**src/verilog/crs_defs.svh**
```systemverilog
`ifndef CRS_DEFS_SVH
`define CRS_DEFS_SVH
// register file shape
`define CRS_XLEN        32
`define CRS_NREGS       32
`define CRS_GPR_INIT    32'h00000000
// dedicated register numbers
`define CRS_REG_ZERO    5'h00
`define CRS_REG_IRQ_RET 5'h0e
`define CRS_REG_BRK_RET 5'h10
`define CRS_REG_EXC_RET 5'h11
// special register selectors
`define CRS_SEL_PC      14'h0000
`define CRS_SEL_MSR     14'h0001
// reset values
`define CRS_PC_RESET    32'h00000000
`define CRS_MSR_RESET   32'h00000000
`define CRS_WORD_ZERO   32'h00000000
// status bit positions, msb-first numbering
`define CRS_MSR_CC      0
`define CRS_MSR_PVR     21
`define CRS_MSR_C       29
// bits 17..30 except 21 are writable
`define CRS_MSR_WMASK   32'h00007bfe
// barrier operand bits
`define CRS_MBAR_DATA   0
`define CRS_MBAR_INSTR  1
// reservation word address slice
`define CRS_RESV_LSB    2
`endif

```
**src/verilog/crs_pkg.sv**
```systemverilog
package crs_pkg;
  typedef logic [31:0] crs_word_t;
  typedef logic [0:31] crs_msr_t;
  typedef logic [4:0]  crs_regidx_t;
  typedef logic [13:0] crs_sel_t;
  typedef logic [4:0]  crs_mbop_t;
  typedef enum logic [0:0] {
    crs_mb_idle  = 1'b0,
    crs_mb_drain = 1'b1
  } crs_mbar_e;
endpackage

```
**src/verilog/crs_regfile.sv**
```systemverilog
`timescale 1ns/1ps
`default_nettype none
`include "crs_defs.svh"
module crs_regfile #(
  parameter int NREGS = `CRS_NREGS,
  parameter int W     = `CRS_XLEN
) (
  input  wire logic         mclk,
  input  wire logic         wr_en,
  input  wire logic [4:0]   wr_addr,
  input  wire logic [W-1:0] wr_data,
  input  wire logic [4:0]   rd_addr_a,
  input  wire logic [4:0]   rd_addr_b,
  output logic      [W-1:0] rd_data_a,
  output logic      [W-1:0] rd_data_b
);
  logic [W-1:0] mem [NREGS];

  // contents come up zero at configuration load only
  initial begin
    for (int i = 0; i < NREGS; i++) begin
      mem[i] = `CRS_GPR_INIT;
    end
  end

  // no reset input at all, so runtime resets leave contents intact
  always_ff @(posedge mclk) begin
    if (wr_en && wr_addr != `CRS_REG_ZERO) begin
      mem[wr_addr] <= wr_data;
    end
  end

  // registered reads, register zero forced to zero
  always_ff @(posedge mclk) begin
    rd_data_a <= (rd_addr_a == `CRS_REG_ZERO) ? '0 : mem[rd_addr_a];
    rd_data_b <= (rd_addr_b == `CRS_REG_ZERO) ? '0 : mem[rd_addr_b];
  end
endmodule
`default_nettype wire

```
**src/verilog/crs_msr.sv**
```systemverilog
`timescale 1ns/1ps
`default_nettype none
`include "crs_defs.svh"
module crs_msr #(
  parameter bit PVR_PRESENT = 1'b0
) (
  input  wire logic              mclk,
  input  wire logic              rst,
  input  wire logic              soft_rst,
  input  wire logic              mts_wr,
  input  wire crs_pkg::crs_msr_t mts_data,
  input  wire logic              set_en,
  input  wire logic              clr_en,
  input  wire crs_pkg::crs_msr_t bit_mask,
  input  wire logic              carry_wr_en,
  input  wire logic              carry_wr_val,
  output crs_pkg::crs_msr_t      msr_view,
  output logic                   carry
);
  import crs_pkg::*;
  crs_msr_t bits;
  logic     carry_q;
  logic     next_carry;

  // next carry: move-to, store result, then set or clear win
  always_comb begin
    next_carry = carry_q;
    if (mts_wr) next_carry = mts_data[`CRS_MSR_C];
    if (carry_wr_en) next_carry = carry_wr_val;
    if (set_en && bit_mask[`CRS_MSR_C]) next_carry = 1'b1;
    if (clr_en && bit_mask[`CRS_MSR_C]) next_carry = 1'b0;
  end
  // carry output: set/clear seen at once, move-to and store a cycle later
  always_comb begin
    carry = carry_q;
    if (set_en && bit_mask[`CRS_MSR_C]) carry = 1'b1;
    if (clr_en && bit_mask[`CRS_MSR_C]) carry = 1'b0;
  end

  // carry state
  always_ff @(posedge mclk or posedge rst) begin
    if (rst) carry_q <= 1'b0;
    else if (soft_rst) carry_q <= 1'b0;
    else carry_q <= next_carry;
  end

  // other bits change one cycle after set, clear or move
  always_ff @(posedge mclk or posedge rst) begin
    if (rst) bits <= `CRS_MSR_RESET;
    else if (soft_rst) bits <= `CRS_MSR_RESET;
    else if (mts_wr) bits <= mts_data & `CRS_MSR_WMASK;
    else if (set_en) bits <= bits | (bit_mask & `CRS_MSR_WMASK);
    else if (clr_en) bits <= bits & ~(bit_mask & `CRS_MSR_WMASK);
  end

  // read view: carry mirrored into bit 0, written bit 0 dropped
  always_comb begin
    msr_view = bits;
    msr_view[`CRS_MSR_C] = carry_q;
    msr_view[`CRS_MSR_CC] = carry_q;
    msr_view[`CRS_MSR_PVR] = PVR_PRESENT;
  end
endmodule
`default_nettype wire

```
**src/verilog/crs_core_state.sv**
```systemverilog
`timescale 1ns/1ps
`default_nettype none
`include "crs_defs.svh"
module crs_core_state #(
  parameter bit HW_EXC_EN   = 1'b1,
  parameter bit PVR_PRESENT = 1'b0
) (
  input  wire logic                 mclk,
  input  wire logic                 rst,
  input  wire logic                 sys_reset_in,
  input  wire logic                 core_reset_in,
  input  wire logic                 debug_reset_in,
  input  wire logic                 pc_advance,
  input  wire crs_pkg::crs_word_t   pc_next,
  output crs_pkg::crs_word_t        program_counter,
  input  wire crs_pkg::crs_regidx_t rd_addr_a,
  input  wire crs_pkg::crs_regidx_t rd_addr_b,
  output crs_pkg::crs_word_t        rd_data_a,
  output crs_pkg::crs_word_t        rd_data_b,
  input  wire logic                 wr_en,
  input  wire crs_pkg::crs_regidx_t wr_addr,
  input  wire crs_pkg::crs_word_t   wr_data,
  input  wire logic                 irq_take,
  input  wire logic                 brk_take,
  input  wire logic                 exc_take,
  input  wire crs_pkg::crs_word_t   ret_addr,
  input  wire crs_pkg::crs_word_t   exc_next_addr,
  input  wire logic                 exc_in_delay_slot,
  input  wire crs_pkg::crs_word_t   branch_target_reg,
  input  wire logic                 lwx_exec,
  input  wire crs_pkg::crs_word_t   lwx_addr,
  input  wire logic                 swx_exec,
  output logic                      swx_store_en,
  output logic                      reservation_valid,
  input  wire logic                 mts_en,
  input  wire crs_pkg::crs_sel_t    special_reg_selector,
  input  wire crs_pkg::crs_word_t   mts_data,
  input  wire logic                 mfs_en,
  input  wire crs_pkg::crs_sel_t    special_reg_selector_read,
  output crs_pkg::crs_word_t        mfs_data,
  input  wire logic                 status_bits_set,
  input  wire logic                 status_bits_clear,
  input  wire crs_pkg::crs_word_t   status_mask,
  output crs_pkg::crs_msr_t         machine_status_reg,
  output logic                      carry,
  input  wire logic                 mbar_exec,
  input  wire crs_pkg::crs_mbop_t   mbar_op,
  input  wire logic                 writes_pending,
  output logic                      mbar_stall,
  output logic                      prefetch_flush,
  output logic                      btc_clear
);
  import crs_pkg::*;

  //////////////////////////////////////////////////////////////////////
  // reset pins from outside the clock domain
  logic [2:0] rpin_meta;
  logic [2:0] rpin_sync;
  logic       soft_rst;

  // two flops per pin before use
  always_ff @(posedge mclk or posedge rst) begin
    if (rst) begin
      rpin_meta <= 3'h0;
      rpin_sync <= 3'h0;
    end else begin
      rpin_meta <= {debug_reset_in, core_reset_in, sys_reset_in};
      rpin_sync <= rpin_meta;
    end
  end
  assign soft_rst = |rpin_sync;

  //////////////////////////////////////////////////////////////////////
  // program counter
  crs_word_t pc;

  // only the fetch path and the resets load it; a move-to never does
  always_ff @(posedge mclk or posedge rst) begin
    if (rst) begin
      pc <= `CRS_PC_RESET;
    end else if (soft_rst) begin
      pc <= `CRS_PC_RESET;
    end else if (pc_advance) begin
      pc <= pc_next;
    end
  end
  assign program_counter = pc;

  //////////////////////////////////////////////////////////////////////
  // load-reserve reservation
  logic       resv_valid;
  logic [29:0] resv_addr;
  logic       trap_event;

  assign trap_event = irq_take | brk_take | exc_take;

  // traps and resets win over a reserving load in the same cycle
  always_ff @(posedge mclk or posedge rst) begin
    if (rst) begin
      resv_valid <= 1'b0;
    end else if (soft_rst || trap_event) begin
      resv_valid <= 1'b0;
    end else if (swx_exec) begin
      resv_valid <= 1'b0;
    end else if (lwx_exec) begin
      resv_valid <= 1'b1;
    end
  end

  // one word-granular address, replaced by each reserving load
  always_ff @(posedge mclk or posedge rst) begin
    if (rst) begin
      resv_addr <= '0;
    end else if (lwx_exec && !trap_event && !swx_exec) begin
      resv_addr <= lwx_addr[31:`CRS_RESV_LSB];
    end
  end

  // store goes ahead on any reservation, address match not needed
  assign swx_store_en = swx_exec & resv_valid;
  assign reservation_valid = resv_valid;

  //////////////////////////////////////////////////////////////////////
  // register file write port with trap return addresses
  logic        rf_wr_en;
  crs_regidx_t rf_wr_addr;
  crs_word_t   rf_wr_data;

  // exception over break over interrupt over pipeline write
  always_comb begin
    rf_wr_en   = wr_en;
    rf_wr_addr = wr_addr;
    rf_wr_data = wr_data;
    if (exc_take && HW_EXC_EN) begin
      rf_wr_en   = 1'b1;
      rf_wr_addr = `CRS_REG_EXC_RET;
      rf_wr_data = exc_in_delay_slot ? branch_target_reg
                                     : exc_next_addr;
    end else if (brk_take) begin
      rf_wr_en   = 1'b1;
      rf_wr_addr = `CRS_REG_BRK_RET;
      rf_wr_data = ret_addr;
    end else if (irq_take) begin
      rf_wr_en   = 1'b1;
      rf_wr_addr = `CRS_REG_IRQ_RET;
      rf_wr_data = ret_addr;
    end
  end

  crs_regfile #(
    .NREGS (`CRS_NREGS),
    .W     (`CRS_XLEN)
  ) u_rf (
    .mclk      (mclk),
    .wr_en     (rf_wr_en),
    .wr_addr   (rf_wr_addr),
    .wr_data   (rf_wr_data),
    .rd_addr_a (rd_addr_a),
    .rd_addr_b (rd_addr_b),
    .rd_data_a (rd_data_a),
    .rd_data_b (rd_data_b)
  );

  //////////////////////////////////////////////////////////////////////
  // machine status register
  logic     mts_msr;
  crs_msr_t msr_view;

  // selector one picks the status register; selector zero is dropped
  assign mts_msr = mts_en && special_reg_selector == `CRS_SEL_MSR;

  crs_msr #(
    .PVR_PRESENT (PVR_PRESENT)
  ) u_msr (
    .mclk         (mclk),
    .rst          (rst),
    .soft_rst     (soft_rst),
    .mts_wr       (mts_msr),
    .mts_data     (mts_data),
    .set_en       (status_bits_set),
    .clr_en       (status_bits_clear),
    .bit_mask     (status_mask),
    .carry_wr_en  (swx_exec),
    .carry_wr_val (~resv_valid),
    .msr_view     (msr_view),
    .carry        (carry)
  );
  assign machine_status_reg = msr_view;

  //////////////////////////////////////////////////////////////////////
  // move-from-special read port
  always_ff @(posedge mclk or posedge rst) begin
    if (rst) begin
      mfs_data <= `CRS_WORD_ZERO;
    end else if (mfs_en) begin
      unique case (special_reg_selector_read)
        `CRS_SEL_PC:  mfs_data <= pc;
        `CRS_SEL_MSR: mfs_data <= msr_view;
        default:      mfs_data <= `CRS_WORD_ZERO;
      endcase
    end
  end

  //////////////////////////////////////////////////////////////////////
  // memory barrier
  crs_mbar_e mb_state;
  logic      mb_instr_pend;
  logic      mb_data;
  logic      mb_instr;
  logic      mb_fire;

  assign mb_data  = mbar_exec & mbar_op[`CRS_MBAR_DATA];
  assign mb_instr = mbar_exec & mbar_op[`CRS_MBAR_INSTR];

  // data barrier holds the pipeline while writes drain
  always_ff @(posedge mclk or posedge rst) begin
    if (rst) begin
      mb_state <= crs_mb_idle;
    end else if (soft_rst) begin
      mb_state <= crs_mb_idle;
    end else begin
      unique case (mb_state)
        crs_mb_idle:
          if (mb_data && writes_pending) mb_state <= crs_mb_drain;
        crs_mb_drain:
          if (!writes_pending) mb_state <= crs_mb_idle;
      endcase
    end
  end

  // an instruction flush queued behind a draining data barrier
  always_ff @(posedge mclk or posedge rst) begin
    if (rst) begin
      mb_instr_pend <= 1'b0;
    end else if (soft_rst) begin
      mb_instr_pend <= 1'b0;
    end else if (mb_state == crs_mb_idle) begin
      mb_instr_pend <= mb_instr && mb_data && writes_pending;
    end else if (!writes_pending) begin
      mb_instr_pend <= 1'b0;
    end
  end

  assign mbar_stall = (mb_state == crs_mb_drain) ||
                      (mb_data && writes_pending);

  // flush fires when nothing is left to wait for
  assign mb_fire = (mb_state == crs_mb_idle) ?
                   (mb_instr && !(mb_data && writes_pending)) :
                   (mb_instr_pend && !writes_pending);

  // one-cycle flush pulses
  always_ff @(posedge mclk or posedge rst) begin
    if (rst) begin
      prefetch_flush <= 1'b0;
      btc_clear      <= 1'b0;
    end else begin
      prefetch_flush <= mb_fire && !soft_rst;
      btc_clear      <= mb_fire && !soft_rst;
    end
  end
endmodule
`default_nettype wire

```
**config.mk**
```make
export PLATFORM = sky130hd
export DESIGN_NAME = crs_core_state
export DESIGN_NICKNAME = d
export VERILOG_FILES = /design/src/verilog/crs_pkg.sv /design/src/verilog/crs_regfile.sv /design/src/verilog/crs_msr.sv /design/src/verilog/crs_core_state.sv
export VERILOG_INCLUDE_DIRS = /design/src /design/src/verilog
export SDC_FILE = /design/constraint.sdc
export NUM_CORES = 1
export LEC_CHECK = 0
export BUFFER_PORTS_ARGS = -buffer_cell sky130_fd_sc_hd__buf_2
export CORE_MARGIN = 2
export CORE_UTILIZATION = 50
export CTS_CLUSTER_DIAMETER = 120
export DETAILED_ROUTE_END_ITERATION = 7
export GPL_ROUTABILITY_DRIVEN = 0
export PLACE_DENSITY = 0.68
export SYNTH_ARGS = -nofsm -noshare
export SYNTH_HDL_FRONTEND = slang
export SYNTH_SLANG_ARGS = --single-unit
```
**constraint.sdc**
```tcl
create_clock -name mclk -period 3.9 [get_ports mclk]
set_input_delay 0.39 -clock mclk [delete_from_list [all_inputs] [get_ports mclk]]
set_output_delay 0.39 -clock mclk [all_outputs]
set_load 0.02 [all_outputs]
```
Yosys cells after proc, flatten, opt, wreduce, memory -nomap -nowiden
Memory sizes are Yosys's and may differ from the RTL's. A register that Yosys moved wholly into a read port is not among the register bits.
Cells that the tools add are included.
Operators by class
  equal/unequal tests: 3
  reduce and logical (&&, ||, !) cells: 24
  mux-type cells: 37
  bitwise logic cells: 10
Operators by type and width (number)
  32-bit two-way mux: 10
  32-bit case mux with 2 select lines: 1
  32-bit AND: 1
  15-bit NOT with 32-bit output: 1
  32-bit by 15-bit bitwise OR with 32-bit output: 1
  14-bit by 1-bit equality test with 1-bit output, second input constant: 2
  1-bit two-way mux: 22
  5-bit two-way mux: 3
  14-bit zero test: 1
  1-bit logical AND: 10
  5-bit zero test: 2
  5-bit nonzero test: 2
  4-bit nonzero test: 1
  1-bit AND: 3
  1-bit zero test: 3
  3-bit != test, second input constant: 1
  3-bit nonzero test: 1
  3-bit OR reduction: 1
  1-bit logical OR: 2
  1-bit NOT: 2
  1-bit bitwise OR: 2
  1-bit case mux with 2 select lines: 1
  2-bit nonzero test: 1
Word-level totals
  bits in registers: 107
  logic and storage cells: 85
  output and inout bits: 166
  memories kept: 1
  input bits: 323
  bits in writable memories: 1024
Memory list
  u_rf.mem: depth 32, bits a word 32, read ports 2, clocked after Yosys merged registers in 2, write ports 1, line crs_regfile.sv:17  | logic [W-1:0] mem [NREGS];

Logic depth before layout (Yosys ltp)
  depth in word-level cells: 7
  depth in mapped cells: 10
  depth with buffers taken out: 5

By module
From an unflattened synthesis, not the netlist that was laid out.
Unflattened totals
  cells, all modules: 2974
  area total of the unflattened synthesis: 54103.1 µm²
Modules (own cells, without submodules)
  crs_regfile: cells an instance 2480, instances 1, seq. area each 32030.7 µm², area each 48569.1 µm²
  crs_core_state: cells an instance 398, instances 1, seq. area each 1851.8 µm², area each 4548.1 µm²
  crs_msr: cells an instance 96, instances 1, seq. area each 325.3 µm², area each 985.9 µm²

Worst setup path before layout
No wires, ideal clock.
  path kind: input port to flip-flop
  start: input irq_take
  end: memory u_rf.mem[15][0] in the netlist's numbering, enable pin
  path slack: 864 ps
  arrival: 2615 ps
  setup time: 421 ps
  stages on the path: 5
  cells stage by stage: nor2_1 -> nand3_1 -> or3b_2 -> clkbuf_1 -> nor2_1
On the way
  word-level cells in the longest chain between the ends: 7
  elaborated cells on any way between the ends: 10
  those cells by class: mux: 8; reduce/logical: 2
Ends and longest elaborated chain
  from (decl): line crs_core_state.sv:23  | input wire logic irq_take,
  5-bit two-way mux: line crs_core_state.sv:143  | end else if (irq_take) begin
  5-bit two-way mux: line crs_core_state.sv:139  | end else if (brk_take) begin
  5-bit two-way mux: line crs_core_state.sv:134  | if (exc_take && HW_EXC_EN) begin
  5-bit nonzero test (no line)
  1-bit logical AND (no line)
  1-bit two-way mux: line crs_regfile.sv:28  | if (wr_en && wr_addr != `CRS_REG_ZERO) begin
  1-bit two-way mux (not written as such): line crs_regfile.sv:29  | mem[wr_addr] <= wr_data;
  to (decl): line crs_regfile.sv:17
Parallel ways exist; a longest one is shown, timed or not.

Worst setup path in the final report
  start: input rd_addr_a[1]
  end: register u_rf.rd_data_a[18] (read register of u_rf.mem)
On the way
  word-level cells in the longest chain between the ends: 1
Ends and longest elaborated chain
  from (decl): line crs_core_state.sv:16  | input wire crs_pkg::crs_regidx_t rd_addr_a,
  5-bit zero test (no line)
  to (decl): line crs_regfile.sv:14  | output logic [W-1:0] rd_data_a,
Parallel ways exist; a longest one is shown, timed or not.
A chain may end at the register's enable or synchronous reset.

==> out/summary.txt <==
Run status: finished clean
Final Instance Count excl. Fillers: 5143
Layout area overhead: 17.6%
CTS sink cnt: 1175
Register area share after synthesis: 63.8%
Worst vdd ir: 0.372 mV
Core ar.: 0.107 mm^2
Setup CP Type: input pin to flip-flop
Vias in the first global route: 33900
Row count: 120
Final ANT Viol Nets: 0
HPWL after DPL: 101 mm
WL met1: 63.2 mm
Via count: 34400
Final Max Slew Viols: 0
Post-Syn Area: 0.0536 mm^2
Req. time, crit path: 4.48 ns
Most used DFF post-synth: edfxtp_1
Share of cells above drive strength 1: 33.7%
Syn_area_per_cell: 17.4 um^2
Count of flip-flops with a built-in enable after synthesis: 1024
CTS Hold Bufs: 55
Synth warn: 0
# DRC: 0
Initial antenna violation count: 6
Met2 Wirelength: 79.8 mm
Grt ovf: 0
Starting Density: 50.2%
Final Setup Violations: 0
Initial DRC Count: 4641
Clk_skew: 0.0370 ns
# H-tree levels: 3
Synth area leaders: edfxtp_1 (57%), mux4_2 (16%), mux2i_1 (6.7%), dfrtp_1 (4.1%), dfxtp_1 (2.4%)
CTS Root Buffer Type: clkbuf_16
Ys async rst share: 7.40%
GRT Total Usage: 30.1%
Drt pass-1 iters: 5
CP Launch Type: input pin
PwrDens: 460 mW/mm^2
CTS resizes: 0
Maxcap violations: 0
IO Count: 489
Hold Vio Cnt, Final: 0
I/O Buffers: 397
Worst-path maximum fanout: 30
Fin nets: 3959
Post-CTS setup buffers: 0
Yosys cell types: 56
RSZ-0062 raised after global routing: no
CTS tree: yes
Worst Path Arrival: 3.05 ns
Max clock buf depth: 3
Worst Tran Pin Value: 1.09 ns
Total CTS buffers: 120
Fin crit period: 2.47 ns
Hold crit path type: input pin to flip-flop
CP endpoint kind: flip-flop
Max Freq: 405 MHz
First-pass GRT wire length: 237 mm
Top-area cell type share of the netlist area: 57.4%
Largest net degree at the start of global routing: 85
WL/cell: 32.6 um
Placed Cells: 4862
Post-synthesis register bit count: 1175
Setup_tns: 0 ns
Met3 wire len: 17.5 mm
Die Ht: 331 um
Final wirelength: 167 mm
Cell count after synthesis: 3084
Reg clk slew, reported paths: 0.06 ns
Static leakage: 22.5 nW
Clk_lat worst skew: 0.74 ns
Final period util: 63.3%
Rel. slew slack: 27.7%
Drt via density: 6.68
Die Wd: 331 um
Die area: 0.110 mm^2
Synth area leader: edfxtp_1
Highest Signal Layer: met5
where the power goes:
part           internal (W)  total, W  switching, W
sequential           0.0141    0.0143      0.000144
clock               0.00686    0.0118       0.00490
combinational       0.00113   0.00293       0.00180
total                0.0221    0.0290       0.00684
layout make-up:
type | instances | area [um^2]
Fill cell | 7821 | 43700
Sequential cell | 1175 | 34200
Multi-Input combinational cell | 1656 | 18400
Timing Repair Buffer | 646 | 4470
Clock buffer | 154 | 3210
Tap cell | 1403 | 1760
Clock inverter | 70 | 830
Inverter | 37 | 140
Antenna cell | 2 | 5.00
cells in the mapped netlist, types with 3 or more instances:
master and instances:
o22ai_1 103, a22o_1 79, mux2i_1 357, a22oi_1 34, edfxtp_1 1024, a2111oi_0 53, nand2b_1 3, and2_1 5
nor4_1 6, a2111oi_2 3, nand2_1 75, nand3_1 8, mux4_2 373, o221ai_1 14, a211oi_1 62, a31oi_1 8
dfxtp_1 64, mux2_2 38, buf_6 34, a221o_1 3, o21a_1 5, a2111oi_1 19, dfrtp_1 87, a21oi_1 96
nand4_1 7, o21ai_0 25, clkbuf_1 119, and3_1 3, a221oi_1 21, or3b_2 3, nor3_1 38, nor2_1 101
nor4b_1 3, buf_2 40, buf_1 18, inv_1 36, buf_4 51, nor2b_1 42
cell families (layout without fill, tap and decap cells):
family	Yosys count	after routing	share of synthesized area, %
DFF	1175	1175	63.8
and+or+nand+nor	304	304	2.69
muxes	768	768	23.1
other	1	52	0.00700
AOI/OAI and AO/OA	534	534	7.20
buffers and inverters	302	907	3.11
metrics by stage:
step / total power [W] / utilization [%] / area (um^2) / hold slack (ns) / setup WS, ns
finish: 0.0290 / 59.0 / 63000 / 0.0438 / 1.43
global route: 0.0297 / 59.0 / 63000 / 0.0733 / 1.44
CTS: 0.0290 / 59.0 / 63000 / 0.00355 / 1.61
detailed placement: 0.0174 / 54.7 / 58400 / 0.336 / 0.839
global placement: 0.0173 / 54.7 / 58400 / 0.332 / 0.849
floorplan: 0.0162 / - / 53800 / 0.331 / 0.864
worst paths after layout:
kind,from,slack [ns],cells after the start,to
setup reg to reg,u_rf.mem[14][27]$_DFFE_PP_,1.68,6,u_rf.rd_data_b[27]$_SDFF_PN0_
hold reg to reg,rpin_meta[0]$_DFF_PP0_,0.35,0,rpin_sync[0]$_DFF_PP0_
max in group asynchronous,rst,2.53,4,mfs_data[25]$_DFFE_PP0P_
hold / removal,status_mask[3],0.04,4,u_msr.bits[3]$_DFFE_PP0P_
setup / recovery,rd_addr_a[1],1.43,6,u_rf.rd_data_a[18]$_SDFF_PN0_
min in group asynchronous,rst,0.24,3,program_counter[1]$_DFFE_PP0P_
flip-flops by register name, indices dropped and copies added, names as in the netlist:
name and count:
btc_clear 1, mb_instr_pend 1, mb_state 1, mfs_data 32
program_counter 32, reservation_valid 1, rpin_meta 3, rpin_sync 3
u_msr.bits 12, u_msr.carry_q 1, u_rf.mem 1024, u_rf.rd_data_a 32
u_rf.rd_data_b 32
layout by cell type (no fill, tap or decap), types with 29 or more instances in the layout:
cell type      instances
buf_12                35
o22ai_1              103
edfxtp_1            1024
buf_2                390
dfxtp_1               64
clkinv_1              29
conb_1                50
dfrtp_1               87
a211oi_1              62
a22o_1                79
nand2_1               73
a2111oi_0             53
buf_4                162
nor2_4                34
dlygate4sd3_1         55
clkbuf_16            120
nor2_1                66
nor3_1                38
inv_1                 35
a21oi_1               64
mux4_2               373
nor2b_1               38
mux2_2                38
a22oi_1               34
mux2i_1              357
per-layer routing:
metal	GRT usage (%)	up-vias
met5	0	-
met4	12.0	4
met3	5.40	401
met2	48.5	2330
met1	41.0	17700
li1	-	13900
worst max-delay path, cell delays in order:
cell and delay, ns:
buf_4 0.46, or3_1 0.78, buf_4 0.39, o22ai_1 0.13, a2111oi_0 0.70, nor3_1 0.15
Note: power is estimated with default switching activity, not from simulation.
